[src/ocse_pkg.sv]
// constants, types and register map of the output channel sync and enable block
//
// Behaviour
// - glitchless update never shortens a high phase
// - glitchless change stretches the low phase
// - per-channel glitchless switching enable bit
// - alignment pin qualified on reference clock
// - sync low mutes outputs, holds dividers reset
// - sync release starts all sync-enabled dividers together
// - per-channel first edge delay, max 32
// - channels without sync enable keep running
// - select bit: pin is power-down or sync
// - global enable spares channel zero bypass
// - disabled output drives selected mute level
// - mute bit forces channel to mute level
// - enable gating lives inside running divider
// - enable change qualified by four output or internal cycles
// - disable: four more cycles, then mute
// - enable: resume after four internal cycles
// - channel zero enable and slew field
// - channels one, four: per-leg enable, invert
// - per-channel current-mode buffer enable
// - per-channel low-swing differential buffer enable
package ocse_pkg;

  // ---------------------------------------------------------------
  // sizes
  // ---------------------------------------------------------------
  localparam int NUM_CHAN = 4;
  localparam int NUM_REGS = 16;
  localparam int ADDR_W   = 7;
  localparam int DATA_W   = 16;
  localparam int DIV_W    = 14;
  localparam int DLY_W    = 6;
  localparam int SLOT_W   = 4;

  // ---------------------------------------------------------------
  // register offsets, listed in slot order
  // ---------------------------------------------------------------
  localparam logic [0:NUM_REGS-1][ADDR_W-1:0] REG_OFS = '{
    7'h00, 7'h39, 7'h3B, 7'h3C, 7'h3F, 7'h41, 7'h42, 7'h44,
    7'h46, 7'h47, 7'h49, 7'h4B, 7'h4C, 7'h4D, 7'h4E, 7'h4F};
  localparam int SLOT_DEV_CTRL0 = 0;
  localparam int SLOT_CHAN0_SINGLE_ENDED_ON    = 14;
  localparam int SLOT_CH0_SLEW  = 15;
  localparam int CH_CTRL_SLOT [0:NUM_CHAN-1] = '{1, 4, 7, 10};
  localparam int CH_BUF_SLOT  [0:NUM_CHAN-1] = '{2, 5, 8, 11};

  // ---------------------------------------------------------------
  // field positions
  // ---------------------------------------------------------------
  localparam int BIT_PIN_IS_SYNC = 14;
  localparam int BIT_SYNC        = 5;
  localparam int BIT_CLEAN_SW    = 9;
  localparam int BIT_JOIN_ALIGN  = 3;
  localparam int BIT_SILENT_LVL  = 1;
  localparam int BIT_SILENCE     = 0;
  localparam int BIT_CH0_ON      = 12;
  localparam int SLEW_LSB        = 0;
  localparam int SLEW_W          = 4;
  localparam int CURRENT_MODE_BIT [0:NUM_CHAN-1] = '{14, 13, 13, 13};
  localparam int LOW_SWING_BIT    [0:NUM_CHAN-1] = '{15, 11, 11, 15};
  localparam logic [NUM_CHAN-1:0] HAS_CMOS_LEGS  = 4'h9;
  localparam int POS_ON_BIT  [0:NUM_CHAN-1] = '{13, 0, 0, 14};
  localparam int NEG_ON_BIT  [0:NUM_CHAN-1] = '{14, 0, 0, 13};
  localparam int POS_INV_BIT [0:NUM_CHAN-1] = '{11, 0, 0, 12};
  localparam int NEG_INV_BIT [0:NUM_CHAN-1] = '{12, 0, 0, 11};

  // ---------------------------------------------------------------
  // reset values
  // ---------------------------------------------------------------
  localparam logic [DATA_W-1:0] DEV_CTRL0_RST = 16'h4020;
  localparam logic [DATA_W-1:0] REG_RST       = 16'h0000;

  // ---------------------------------------------------------------
  // timing counts
  // ---------------------------------------------------------------
  localparam logic [2:0]       OE_QUAL_CYCLES = 3'h4;
  localparam logic [DLY_W-1:0] SYNC_DELAY_MAX = 6'h20;
  localparam logic [DIV_W-1:0] DIV_MIN        = 14'h0002;

  // ---------------------------------------------------------------
  // channel divider states
  // ---------------------------------------------------------------
  typedef enum logic [3:0] {
    CH_HOLD    = 4'b0001,
    CH_DELAY   = 4'b0010,
    CH_RUN     = 4'b0100,
    CH_STRETCH = 4'b1000
  } ocse_chan_state_t;

endpackage

[src/ocse_chan_if.sv]
// control and status bundle between the top and one divided channel
`timescale 1ns/1ps
interface ocse_chan_if;
  import ocse_pkg::*;

  logic [DIV_W-1:0] div_value;
  logic [DLY_W-1:0] sync_delay;
  logic             glitchless_en;
  logic             sync_en;
  logic             sync_hold;
  logic             oe_level;
  logic             mute;
  logic             mute_level;
  logic             out_level;
  logic             running;
  logic             oe_active;

  modport ctrl (
    output div_value, sync_delay, glitchless_en, sync_en, sync_hold,
    output oe_level, mute, mute_level,
    input  out_level, running, oe_active
  );
  modport chan (
    input  div_value, sync_delay, glitchless_en, sync_en, sync_hold,
    input  oe_level, mute, mute_level,
    output out_level, running, oe_active
  );
endinterface

[src/ocse_channel.sv]
// one divided output channel: integer divider, sync, enable gating, mute
`timescale 1ns/1ps
module ocse_channel
  import ocse_pkg::*;
(
  // clock and reset
  input  wire logic clk_sys_i,
  input  wire logic rst_i,
  // prescaler period strobe
  input  wire logic presc_tick_i,
  // control and status
  ocse_chan_if.chan ch
);

  typedef struct packed {
    ocse_chan_state_t state;
    logic [DIV_W-1:0] cnt;
    logic [DIV_W-1:0] cur_div;
    logic [DLY_W-1:0] dly;
    logic             oe_active;
    logic [2:0]       oe_cnt;
    logic             clk_level;
    logic             out_level;
  } ocse_chan_reg_t;

  ocse_chan_reg_t   s_r;
  ocse_chan_reg_t   s_nxt;
  logic [DIV_W-1:0] eff_div;
  logic [DIV_W:0]   hi_sum;
  logic [DIV_W-1:0] hi_len;
  logic [DIV_W-1:0] cnt_inc;
  logic             at_end;
  logic             hold;
  logic             rise;
  logic             running;

  always_comb begin
    s_nxt   = s_r;
    eff_div = (ch.div_value < DIV_MIN) ? DIV_MIN : ch.div_value;
    hi_sum  = {1'b0, s_r.cur_div} + {{DIV_W{1'b0}}, 1'b1};
    hi_len  = hi_sum[DIV_W:1];
    cnt_inc = s_r.cnt + {{(DIV_W-1){1'b0}}, 1'b1};
    at_end  = (cnt_inc >= s_r.cur_div);
    hold    = ch.sync_en && ch.sync_hold;
    running = (s_r.state != CH_HOLD);
    // ---------------------------------------------------------------
    // divider
    // ---------------------------------------------------------------
    if (!ch.glitchless_en) begin
      s_nxt.cur_div = eff_div;
    end
    case (s_r.state)
      CH_HOLD: begin
        s_nxt.cnt       = '0;
        s_nxt.clk_level = 1'b0;
        s_nxt.cur_div   = eff_div;
        s_nxt.dly       = (ch.sync_delay > SYNC_DELAY_MAX) ? SYNC_DELAY_MAX : ch.sync_delay;
        if (!hold) begin
          if (s_nxt.dly == '0) begin
            s_nxt.state     = CH_RUN;
            s_nxt.clk_level = 1'b1;
          end else begin
            s_nxt.state = CH_DELAY;
          end
        end
      end
      CH_DELAY: begin
        if (presc_tick_i) begin
          s_nxt.dly = s_r.dly - {{(DLY_W-1){1'b0}}, 1'b1};
          if (s_r.dly == {{(DLY_W-1){1'b0}}, 1'b1}) begin
            s_nxt.state     = CH_RUN;
            s_nxt.clk_level = 1'b1;
            s_nxt.cnt       = '0;
          end
        end
      end
      CH_RUN: begin
        if (presc_tick_i) begin
          if (at_end) begin
            s_nxt.cnt = '0;
            if (ch.glitchless_en && (eff_div != s_r.cur_div)) begin
              s_nxt.state     = CH_STRETCH;
              s_nxt.clk_level = 1'b0;
              s_nxt.cur_div   = eff_div;
            end else begin
              s_nxt.clk_level = 1'b1;
            end
          end else begin
            s_nxt.cnt       = cnt_inc;
            s_nxt.clk_level = (cnt_inc < hi_len);
          end
        end
      end
      CH_STRETCH: begin
        if (presc_tick_i) begin
          s_nxt.state     = CH_RUN;
          s_nxt.cnt       = '0;
          s_nxt.clk_level = 1'b1;
        end
      end
      default: begin
        s_nxt.state = CH_HOLD;
      end
    endcase
    if (hold) begin
      s_nxt.state     = CH_HOLD;
      s_nxt.cnt       = '0;
      s_nxt.clk_level = 1'b0;
    end
    // ---------------------------------------------------------------
    // enable qualification, counted only while the divider runs
    // ---------------------------------------------------------------
    rise = s_nxt.clk_level && !s_r.clk_level;
    if (ch.oe_level == s_r.oe_active) begin
      s_nxt.oe_cnt = '0;
    end else if (running) begin
      if (s_r.oe_cnt == OE_QUAL_CYCLES) begin
        if (!s_nxt.clk_level) begin
          s_nxt.oe_active = ch.oe_level;
          s_nxt.oe_cnt    = '0;
        end
      end else if (s_r.oe_active ? rise : presc_tick_i) begin
        s_nxt.oe_cnt = s_r.oe_cnt + 3'h1;
      end
    end
    // ---------------------------------------------------------------
    // output level
    // ---------------------------------------------------------------
    if ((s_nxt.state == CH_HOLD) || (s_nxt.state == CH_DELAY) || ch.mute
        || !s_nxt.oe_active) begin
      s_nxt.out_level = ch.mute_level;
    end else begin
      s_nxt.out_level = s_nxt.clk_level;
    end
  end

  always_ff @(posedge clk_sys_i) begin
    if (rst_i) begin
      s_r           <= '0;
      s_r.state     <= CH_HOLD;
      s_r.cur_div   <= DIV_MIN;
      s_r.oe_active <= 1'b1;
    end else begin
      s_r <= s_nxt;
    end
  end

  assign ch.out_level = s_r.out_level;
  assign ch.running   = running;
  assign ch.oe_active = s_r.oe_active;

endmodule

[src/ocse_top.sv]
// output channel control: registers, sync qualification, buffers, channels
`timescale 1ns/1ps
module ocse_top
  import ocse_pkg::*;
(
  // clock and reset
  input  wire logic                             clk_sys_i,
  input  wire logic                             rst_i,
  // register port
  input  wire logic [ADDR_W-1:0]                reg_addr_i,
  input  wire logic [DATA_W-1:0]                reg_wdata_i,
  input  wire logic                             reg_wr_i,
  input  wire logic                             reg_rd_i,
  output logic      [DATA_W-1:0]                reg_rdata_o,
  output logic                                  reg_rvalid_o,
  // clock strobes and reference copy
  input  wire logic                             ref_tick_i,
  input  wire logic                             prescaler_a_tick_i,
  input  wire logic                             ref_bypass_i,
  // shared power-down / alignment pin
  input  wire logic                             alignment_pin_active_low_i,
  // enables and per-channel settings
  input  wire logic                             global_oe_i,
  input  wire logic [NUM_CHAN-1:0]              chan_oe_i,
  input  wire logic [NUM_CHAN-1:0][DIV_W-1:0]   channel_integer_divider_i,
  input  wire logic [NUM_CHAN-1:0][DLY_W-1:0]   channel_first_edge_delay_i,
  // channel zero
  output logic                                  out0_o,
  output logic                                  chan0_single_ended_on_o,
  output logic      [SLEW_W-1:0]                chan0_slew_field_o,
  // divided channels
  output logic      [NUM_CHAN-1:0]              chan_pos_o,
  output logic      [NUM_CHAN-1:0]              chan_neg_o,
  output logic      [NUM_CHAN-1:0]              pos_leg_on_o,
  output logic      [NUM_CHAN-1:0]              neg_leg_on_o,
  output logic      [NUM_CHAN-1:0]              current_mode_on_o,
  output logic      [NUM_CHAN-1:0]              low_swing_diff_on_o,
  // status
  output logic                                  power_down_o,
  output logic                                  sync_hold_o,
  output logic      [NUM_CHAN-1:0]              chan_running_o,
  output logic      [NUM_CHAN-1:0]              chan_oe_active_o
);

  typedef struct packed {
    logic [NUM_REGS-1:0][DATA_W-1:0] regs;
    logic [DATA_W-1:0]               rdata;
    logic                            rvalid;
    logic                            pin_samp;
    logic                            pin_qual;
    logic                            sync_hold;
    logic [NUM_CHAN-1:0]             pos;
    logic [NUM_CHAN-1:0]             neg;
    logic                            out0;
  } ocse_top_reg_t;

  ocse_top_reg_t             s_r;
  ocse_top_reg_t             s_nxt;
  logic [SLOT_W:0]           hit;
  logic [NUM_CHAN-1:0]       chan_level;
  logic [NUM_CHAN-1:0]       pos_inv;
  logic [NUM_CHAN-1:0]       neg_inv;
  logic [DATA_W-1:0]         ctrl0;

  // ---------------------------------------------------------------
  // address decode: valid flag and slot number
  // ---------------------------------------------------------------
  function automatic logic [SLOT_W:0] slot_of(input logic [ADDR_W-1:0] addr);
    logic [SLOT_W:0] res;
    res = '0;
    for (int k = 0; k < NUM_REGS; k++) begin
      if (REG_OFS[k] == addr) begin
        res = {1'b1, SLOT_W'(k)};
      end
    end
    return res;
  endfunction

  assign ctrl0 = s_r.regs[SLOT_DEV_CTRL0];

  always_comb begin
    s_nxt        = s_r;
    hit          = slot_of(reg_addr_i);
    // ---------------------------------------------------------------
    // register port
    // ---------------------------------------------------------------
    s_nxt.rvalid = reg_rd_i;
    if (reg_rd_i) begin
      s_nxt.rdata = hit[SLOT_W] ? s_r.regs[hit[SLOT_W-1:0]] : REG_RST;
    end
    if (reg_wr_i && hit[SLOT_W]) begin
      s_nxt.regs[hit[SLOT_W-1:0]] = reg_wdata_i;
    end
    // ---------------------------------------------------------------
    // pin qualification on the reference clock
    // ---------------------------------------------------------------
    if (ref_tick_i) begin
      s_nxt.pin_samp = alignment_pin_active_low_i;
      if (alignment_pin_active_low_i == s_r.pin_samp) begin
        s_nxt.pin_qual = alignment_pin_active_low_i;
      end
    end
    s_nxt.sync_hold = (ctrl0[BIT_PIN_IS_SYNC] && !s_r.pin_qual) || !ctrl0[BIT_SYNC];
    // ---------------------------------------------------------------
    // output legs and bypass copy
    // ---------------------------------------------------------------
    for (int c = 0; c < NUM_CHAN; c++) begin
      s_nxt.pos[c] = chan_level[c] ^ pos_inv[c];
      s_nxt.neg[c] = ~chan_level[c] ^ neg_inv[c];
    end
    s_nxt.out0 = s_r.regs[SLOT_CHAN0_SINGLE_ENDED_ON][BIT_CH0_ON] && ref_bypass_i;
  end

  always_ff @(posedge clk_sys_i) begin
    if (rst_i) begin
      s_r                      <= '0;
      s_r.regs[SLOT_DEV_CTRL0] <= DEV_CTRL0_RST;
      s_r.pin_samp             <= 1'b1;
      s_r.pin_qual             <= 1'b1;
    end else begin
      s_r <= s_nxt;
    end
  end

  // ---------------------------------------------------------------
  // divided channels
  // ---------------------------------------------------------------
  ocse_chan_if chan_bus [NUM_CHAN] ();

  generate
    for (genvar c = 0; c < NUM_CHAN; c++) begin : g_chan
      localparam int CS = CH_CTRL_SLOT[c];
      localparam int BS = CH_BUF_SLOT[c];

      assign chan_bus[c].div_value     = channel_integer_divider_i[c];
      assign chan_bus[c].sync_delay    = channel_first_edge_delay_i[c];
      assign chan_bus[c].glitchless_en = s_r.regs[CS][BIT_CLEAN_SW];
      assign chan_bus[c].sync_en       = s_r.regs[CS][BIT_JOIN_ALIGN];
      assign chan_bus[c].sync_hold     = s_r.sync_hold;
      assign chan_bus[c].oe_level      = chan_oe_i[c] && global_oe_i;
      assign chan_bus[c].mute          = s_r.regs[CS][BIT_SILENCE];
      assign chan_bus[c].mute_level    = s_r.regs[CS][BIT_SILENT_LVL];

      assign chan_level[c]          = chan_bus[c].out_level;
      assign chan_running_o[c]      = chan_bus[c].running;
      assign chan_oe_active_o[c]    = chan_bus[c].oe_active;
      assign current_mode_on_o[c]   = s_r.regs[CS][CURRENT_MODE_BIT[c]];
      assign low_swing_diff_on_o[c] = s_r.regs[BS][LOW_SWING_BIT[c]];

      if (HAS_CMOS_LEGS[c]) begin : g_cmos
        assign pos_leg_on_o[c] = s_r.regs[BS][POS_ON_BIT[c]];
        assign neg_leg_on_o[c] = s_r.regs[BS][NEG_ON_BIT[c]];
        assign pos_inv[c]      = s_r.regs[BS][POS_INV_BIT[c]];
        assign neg_inv[c]      = s_r.regs[BS][NEG_INV_BIT[c]];
      end else begin : g_diff
        assign pos_leg_on_o[c] = 1'b0;
        assign neg_leg_on_o[c] = 1'b0;
        assign pos_inv[c]      = 1'b0;
        assign neg_inv[c]      = 1'b0;
      end

      ocse_channel u_chan (
        .clk_sys_i    (clk_sys_i),
        .rst_i        (rst_i),
        .presc_tick_i (prescaler_a_tick_i),
        .ch           (chan_bus[c])
      );
    end
  endgenerate

  // ---------------------------------------------------------------
  // outputs
  // ---------------------------------------------------------------
  assign reg_rdata_o             = s_r.rdata;
  assign reg_rvalid_o            = s_r.rvalid;
  assign out0_o                  = s_r.out0;
  assign chan0_single_ended_on_o = s_r.regs[SLOT_CHAN0_SINGLE_ENDED_ON][BIT_CH0_ON];
  assign chan0_slew_field_o      = s_r.regs[SLOT_CH0_SLEW][SLEW_LSB +: SLEW_W];
  assign chan_pos_o              = s_r.pos;
  assign chan_neg_o              = s_r.neg;
  assign power_down_o            = !ctrl0[BIT_PIN_IS_SYNC] && !s_r.pin_qual;
  assign sync_hold_o             = s_r.sync_hold;

endmodule

[config.mk]
export PLATFORM = sky130hd
export DESIGN_NAME = ocse_top
export DESIGN_NICKNAME = d
export VERILOG_FILES = /design/src/ocse_pkg.sv /design/src/ocse_chan_if.sv /design/src/ocse_channel.sv /design/src/ocse_top.sv
export SDC_FILE = /design/constraint.sdc
export NUM_CORES = 2
export LEC_CHECK = 0
export BUFFER_PORTS_ARGS = -buffer_cell sky130_fd_sc_hd__buf_2
export CORE_MARGIN = 10
export CORE_UTILIZATION = 47
export CTS_CLUSTER_DIAMETER = 150
export DETAILED_ROUTE_END_ITERATION = 12
export GPL_ROUTABILITY_DRIVEN = 0
export GPL_TIMING_DRIVEN = 0
export PLACE_DENSITY_LB_ADDON = 0.15
export SYNTH_ARGS = -nofsm -noshare
export SYNTH_HDL_FRONTEND = slang
export SYNTH_SLANG_ARGS = --single-unit
[constraint.sdc]
create_clock -name clk_sys_i -period 3.96 [get_ports clk_sys_i]
set_input_delay 0 -clock clk_sys_i [delete_from_list [all_inputs] [get_ports clk_sys_i]]
set_output_delay 0 -clock clk_sys_i [all_outputs]
set_load 0.02 [all_outputs]
## After elaboration in Yosys (flattened, before gate mapping)

Index checks and enable logic that the tools add are counted.

| storage, ports and cells | value |
|---|---|
| bits in registers | 461 |
| word-level logic and storage cells | 427 |
| output and inout port bits | 57 |

| cells by class | value |
|---|---|
| mux-type cells | 166 |
| magnitude comparators | 18 |
| equality and inequality tests | 80 |
| bitwise gates (word level) | 8 |
| $add $sub $neg | 16 |
| reduce and logical (&&, ||, !) cells | 83 |

Operator list:

| kind | number |
|---|---|
| 18-bit two-way mux | 16 |
| 14-bit two-way mux | 20 |
| 256-bit bitwise mux | 1 |
| 14-bit case mux with 4 select lines | 4 |
| 32-bit two-way mux | 4 |
| 14-bit case mux with 2 select lines | 4 |
| 5-bit two-way mux | 16 |
| 7-bit equality test (first input constant) | 11 |
| 16-bit binary-select mux with 4-bit select | 1 |
| 16-bit demux with 4-bit select | 1 |
| 4-bit two-way mux | 16 |
| 4-bit case mux with 4 select lines | 4 |
| 14-bit by 1-bit adder with 15-bit output (second input constant) | 4 |
| 14-bit by 1-bit adder with 14-bit output (second input constant) | 4 |
| 14-bit greater-or-equal comparator | 4 |
| 14-bit less-than comparator | 4 |
| 14-bit by 2-bit less-than comparator with 1-bit output (second input constant) | 4 |
| 14-bit != test | 4 |
| 1-bit two-way mux | 48 |
| 16-bit two-way mux | 3 |
| 6-bit two-way mux | 8 |
| 6-bit case mux with 2 select lines | 4 |
| 3-bit two-way mux | 12 |
| 4-bit by 1-bit equality test with 1-bit output (second input constant) | 8 |
| other kinds (29) | 166 |

## Depth between registers and ports, before layout

| logic depth | value |
|---|---|
| word-level depth | 22 |
| depth in mapped cells | 19 |
| mapped depth without buffers | 17 |

## Hierarchy

From an unflattened synthesis, not the netlist that was laid out.

| unflattened totals | value |
|---|---|
| cell total of the unflattened synthesis | 3444 |
| area total of the unflattened synthesis | 26793.2 µm² |

By module, submodules not included:

| module | area each (µm²) | cells an instance | instances |
|---|---|---|---|
| ocse_top | 13065.0 | 1747 | 1 |
| ocse_channel at g_chan[0].u_chan ... | 3434.5 | 417 | 2 |
| ocse_channel at g_chan[1].u_chan | 3448.3 | 439 | 1 |
| ocse_channel at g_chan[3].u_chan | 3410.8 | 424 | 1 |

## Worst setup path after synthesis

OpenSTA, ideal clock, no wires.

| path | value |
|---|---|
| path type | reg2reg |
| start point | reg g_chan[2].u_chan.s_r[26] in the netlist's numbering |
| end point | reg g_chan[2].u_chan.s_r[4] in the netlist's numbering |
| arrival | 3998 ps |
| stages on the path, launching flop included | 18 |
| path buffers | 1 |
| path slack | -119 ps |
| clock period less this slack | 4079 ps |
| setup time | 81 ps |
| cells stage by stage | dfxtp_1 and3_1 and3_1 and3_1 clkbuf_1 nand2_1 or4_1 xnor2_1 ha_1 and4_1 and2_1 a221oi_1 o21a_1 o31ai_1 o31a_1 a211oi_2 nand3b_1 a41oi_1 |

| between the ends | value |
|---|---|
| word-level cells in the longest chain between the ends | 10 |
| elaborated cells between the ends (all ways) | 12 |

RTL lines:

| item | line | text |
|---|---|---|
| start: declaration | ocse_channel.sv:26 | `ocse_chan_reg_t s_r;` |
| start signal: assignment | ocse_channel.sv:144 | `s_r <= s_nxt;` |
| 14-bit by 1-bit adder with 14-bit output * | ocse_channel.sv:42 | `cnt_inc = s_r.cnt + {{(DIV_W-1){1'b0}}, 1'b1};` |
| 14-bit less-than comparator or 14-bit greater-or-equal comparator (tied branches) | ocse_channel.sv:90, ocse_channel.sv:43 |  |
| 1-bit two-way mux * | ocse_channel.sv:79 | `if (at_end) begin` |
| 1-bit two-way mux * | ocse_channel.sv:78 | `if (presc_tick_i) begin` |
| 1-bit case mux with 4 select lines * | ocse_channel.sv:52 | `case (s_r.state)` |
| 1-bit two-way mux * | ocse_channel.sv:105 | `if (hold) begin` |
| 1-bit logical AND | ocse_channel.sv:113 | `rise = s_nxt.clk_level && !s_r.clk_level;` |
| 1-bit two-way mux | ocse_channel.sv:122 | `end else if (s_r.oe_active ? rise : presc_tick_i) begin` |
| 2-bit nonzero test (no line) | - |  |
| 3-bit AND reduction (no line) * | - |  |

Mark *: on every way between the ends. The rest lies on a longest branch, timed or not.
A chain may end at the register's enable or synchronous reset.

## Worst setup path in the final report

| path | value |
|---|---|
| start point | reg g_chan[2].u_chan.s_r[27] in the netlist's numbering |
| end point | reg g_chan[2].u_chan.s_r[4] in the netlist's numbering |

The elaborated chain is that of the path after synthesis.

==> results.sh <==
export IMPL_dieWidth_um=255.7
export IMPL_switchingPower_mw=3.525
export IMPL_worstSetupPathType="reg2reg"
export IMPL_antenna_found_initial=7
export IMPL_place_inst=4380
export IMPL_synthCells=3467
export IMPL_dieArea_mm2=0.06538
export IMPL_ys_ff_latch=461
export IMPL_final_common_cell="nand2_1"
export IMPL_clockRootBuffer="clkbuf_16"
export IMPL_cp_arrival_ns=4.50
export IMPL_async_reset_ff_share_pct=0
export IMPL_ys_types=97
export IMPL_grt_pass1_vias=24430
export IMPL_power_leakage_nw=12.39
export IMPL_instances_no_fill=4638
export IMPL_setup_viol_count_final=0
export IMPL_critPathTopFamily="simple AND/OR/NAND/NOR gates"
export IMPL_grt_overflow=0
export IMPL_end_kind="flip-flop"
export IMPL_cts_path_max_buffers=3
export IMPL_clk_pin_slew_ns=0.06
export IMPL_grtUsageTotal_pct=26.51
export IMPL_period_share_pct=99.82
export IMPL_required_ns=4.50
export IMPL_synth_top_cell_area_share_pct=35.35
export IMPL_yosys_top_cells_area="dfxtp_1 (35%), nand2_1 (11%), a21oi_1 (7.9%)"
export IMPL_synth_top_flop_cell="dfxtp_1"
export IMPL_rows=86
export IMPL_worstMarginPinSlew_ns=1.126
export IMPL_slew_violations=0
export IMPL_hold_violations=0
export IMPL_seq_power_share_pct=40.4
export IMPL_final_cell_mix="nand2_1 (746), dfxtp_1 (453), a21oi_1 (408)"
export IMPL_first_iter_violations=2489
export IMPL_cp_cell_sequence="and3_4, and3_4, and3_4, nand2_2, or4_4, xnor2_4, ha_4, and4_4, and2_4, a221oi_2, o21a_1, o31ai_4, o31a_1, a211oi_4, nand3b_1, a41oi_2"
export IMPL_start_util_pct=47.39
export IMPL_p_sw_share_pct=29.02
export IMPL_wirelength_um=91290
export IMPL_combPwrFrac_pct=16.1
export IMPL_num_vias=26070
export IMPL_core_mm2=0.05509
export IMPL_min_period_ns=3.953
export IMPL_cts_tree="built"
export IMPL_slowest_delay_ns=0.52
export IMPL_drv_cap=0
export IMPL_area_growth_syn_to_layout_pct=21.06
export IMPL_fin_hold_ws_ns=0.02289
export IMPL_detail_route_antenna_nets=0
export IMPL_pwr_share_clk_pct=43.5
export IMPL_post_dp_hpwl_um=65930
export IMPL_max_slew_margin_pct=23.85
export IMPL_cts_htree_levels=2
export IMPL_ioPinCount=173
export IMPL_drt_pass1_iterations=6
export IMPL_portBuffers=162
export IMPL_synth_top_area_cell="dfxtp_1"
export IMPL_critPathSlowestCell="or4_4"
export IMPL_post_route_drc_count=0
export IMPL_ys_warn_count=0
export IMPL_timing_critical_path_mode_cell="and3_4"
export IMPL_clock_sinks=461
export IMPL_rsz0062_at_grt="true"
export IMPL_nets=4087
export IMPL_power_density_mw_per_mm2=384.2
export IMPL_synth_edf_count=0
export IMPL_critPathMaxFanout=6
export IMPL_grt_first_pass_wirelength_um=139900
export IMPL_p_int_mw=8.620
export IMPL_hold_path_class="in2reg"
export IMPL_wl_per_cell_um=19.68
export IMPL_die_h_um=255.7
export IMPL_ys_seq_area_share_pct=35.35
export IMPL_ir_drop_mv=0.3396
export IMPL_skew_ns=0.02548
export IMPL_cts_buffers=53
export IMPL_grt_max_degree=15
export IMPL_status="finished, final reports clean"
export IMPL_final_core_util_pct=57.37
export IMPL_clock_latency_ns=0.64
export IMPL_viasPerCell=5.622
export IMPL_worstPathBufferInverterCount=0
export IMPL_syn_area_mm2=0.02611
export IMPL_drive_gt1_share_pct=13.65
export IMPL_syn_avg_cell_area_um2=7.531
export IMPL_cp_start_kind="flip-flop"
export IMPL_fillers=5265
export IMPL_clock_fmax_mhz=253.0
==> what timing repair did <==
item,in CTS,in global routing
hold endpoints to repair,228,0
resized for setup,47,62
gates cloned,0,0
setup endpoints to repair,120,123
pin swaps,11,25
setup buffers,18,13
hold buffers,125,0
==> state kept, by name, summed over array words and instances (netlist names), 16 cells and up <==
signal,count
ctrl0,16
g_chan.u_chan.s_r,168
reg_rdata_o,16
s_r,205
==> logic make-up after synthesis <==
kind of cell	after synthesis	share of synthesized area (%)
buffers and inverters	355	6.445
AOI/OAI and AO/OA	703	15.98
DFF	461	35.35
and+or+nand+nor	1569	27.21
adders and majority gates	133	6.364
other	1	0.01436
muxes	87	3.340
xor gates and xnor gates	158	5.300
==> metal layers <==
metal  wire length [µm]  vias up  part of all wire (%)  track usage (%)
li1                   -    12630                     -                -
met1              39850    12180                    44            35.26
met4               3325        0                   3.6            9.456
met2              40890     1084                    45            42.83
met5                  0        -                     0                0
met3               7224      175                   7.9            4.149
==> Yosys cell counts (7+ instances only) <==
library cell  number
nor2_1           329
nor2b_1            7
nand4_1           32
a31oi_1           26
o21ai_0           78
mux2i_1           86
xnor2_1          101
clkbuf_1         134
and2_1            10
ha_1             132
nor3_1            43
nor2_4             7
a21oi_1          410
buf_4             66
a22oi_1           30
buf_1              8
nand3b_1          30
o211ai_1          12
a22o_1            15
nor4b_1            7
or3_1             16
dfxtp_1          461
nand3_1          205
nand2b_1          11
o21a_1            10
buf_6              7
nand2_1          747
nor4_1            38
o22ai_1            9
buf_2             39
a211oi_1          11
xor2_1            57
inv_1             97
and3_1            41
a21o_1            22
==> through the flow <==
step,TNS (ns),total power [mW],area [µm²],setup slack [ns]
2_1_floorplan,0,6.149,26140,0.02857
3_3_place_gp,-38.61,6.735,27890,-0.7382
3_5_place_dp,-41.50,6.737,27890,-0.7578
4_1_cts,0,12.12,31330,0.001743
5_1_grt,-0.4908,12.56,31610,-0.1310
6_report,0,12.15,31610,0.007148
==> power groups by stage <==
| stage | registers, mW | logic, mW | clock network (mW) |
|---|---|---|---|
| 3_3_place_gp | 5.01 | 1.73 | 0 |
| 5_1_grt | 4.93 | 2.12 | 5.51 |
| 3_5_place_dp | 5.01 | 1.73 | 0 |
| 2_1_floorplan | 4.97 | 1.18 | 0 |
| 4_1_cts | 4.91 | 1.89 | 5.33 |
| 6_report | 4.91 | 1.95 | 5.28 |
==> worst reg2reg max path: cells and delay by family (launching register included) <==
family                     cells  cell delay, ns
AOI/OAI and AO/OA              6            1.46
DFF                            1            0.34
adders and majority gates      1            0.23
and+or+nand+nor                8            1.64
xor gates and xnor gates       1            0.20
==> area by class of cell <==
type / count / area (µm²) / area share (%)
antenna: 6 / 15.01 / 0.04750
sequential: 461 / 9246 / 29.25
buffer: 251 / 1318 / 4.168
clock inverter: 25 / 334.1 / 1.057
clock buffer: 75 / 1519 / 4.806
multi-input combinational: 2654 / 15570 / 49.26
timing repair buffer: 318 / 2295 / 7.260
inverter: 100 / 375.4 / 1.188
tap: 748 / 935.9 / 2.961
==> final timing paths <==
| check | startpoint | to | slack, ns | cells past startpoint |
|---|---|---|---|---|
| max | g_chan[2].u_chan.s_r[27] | g_chan[2].u_chan.s_r[4] | 0.007 | 16 |
| min | global_oe_i | g_chan[1].u_chan.ch.oe_active | 0.02 | 4 |
| max reg2reg | g_chan[2].u_chan.s_r[27] | g_chan[2].u_chan.s_r[4] | 0.007 | 16 |
| min reg2reg | g_chan[2].u_chan.ch.out_level | chan_neg_o[2] | 0.44 | 1 |
(Power assumes the default switching activity.)
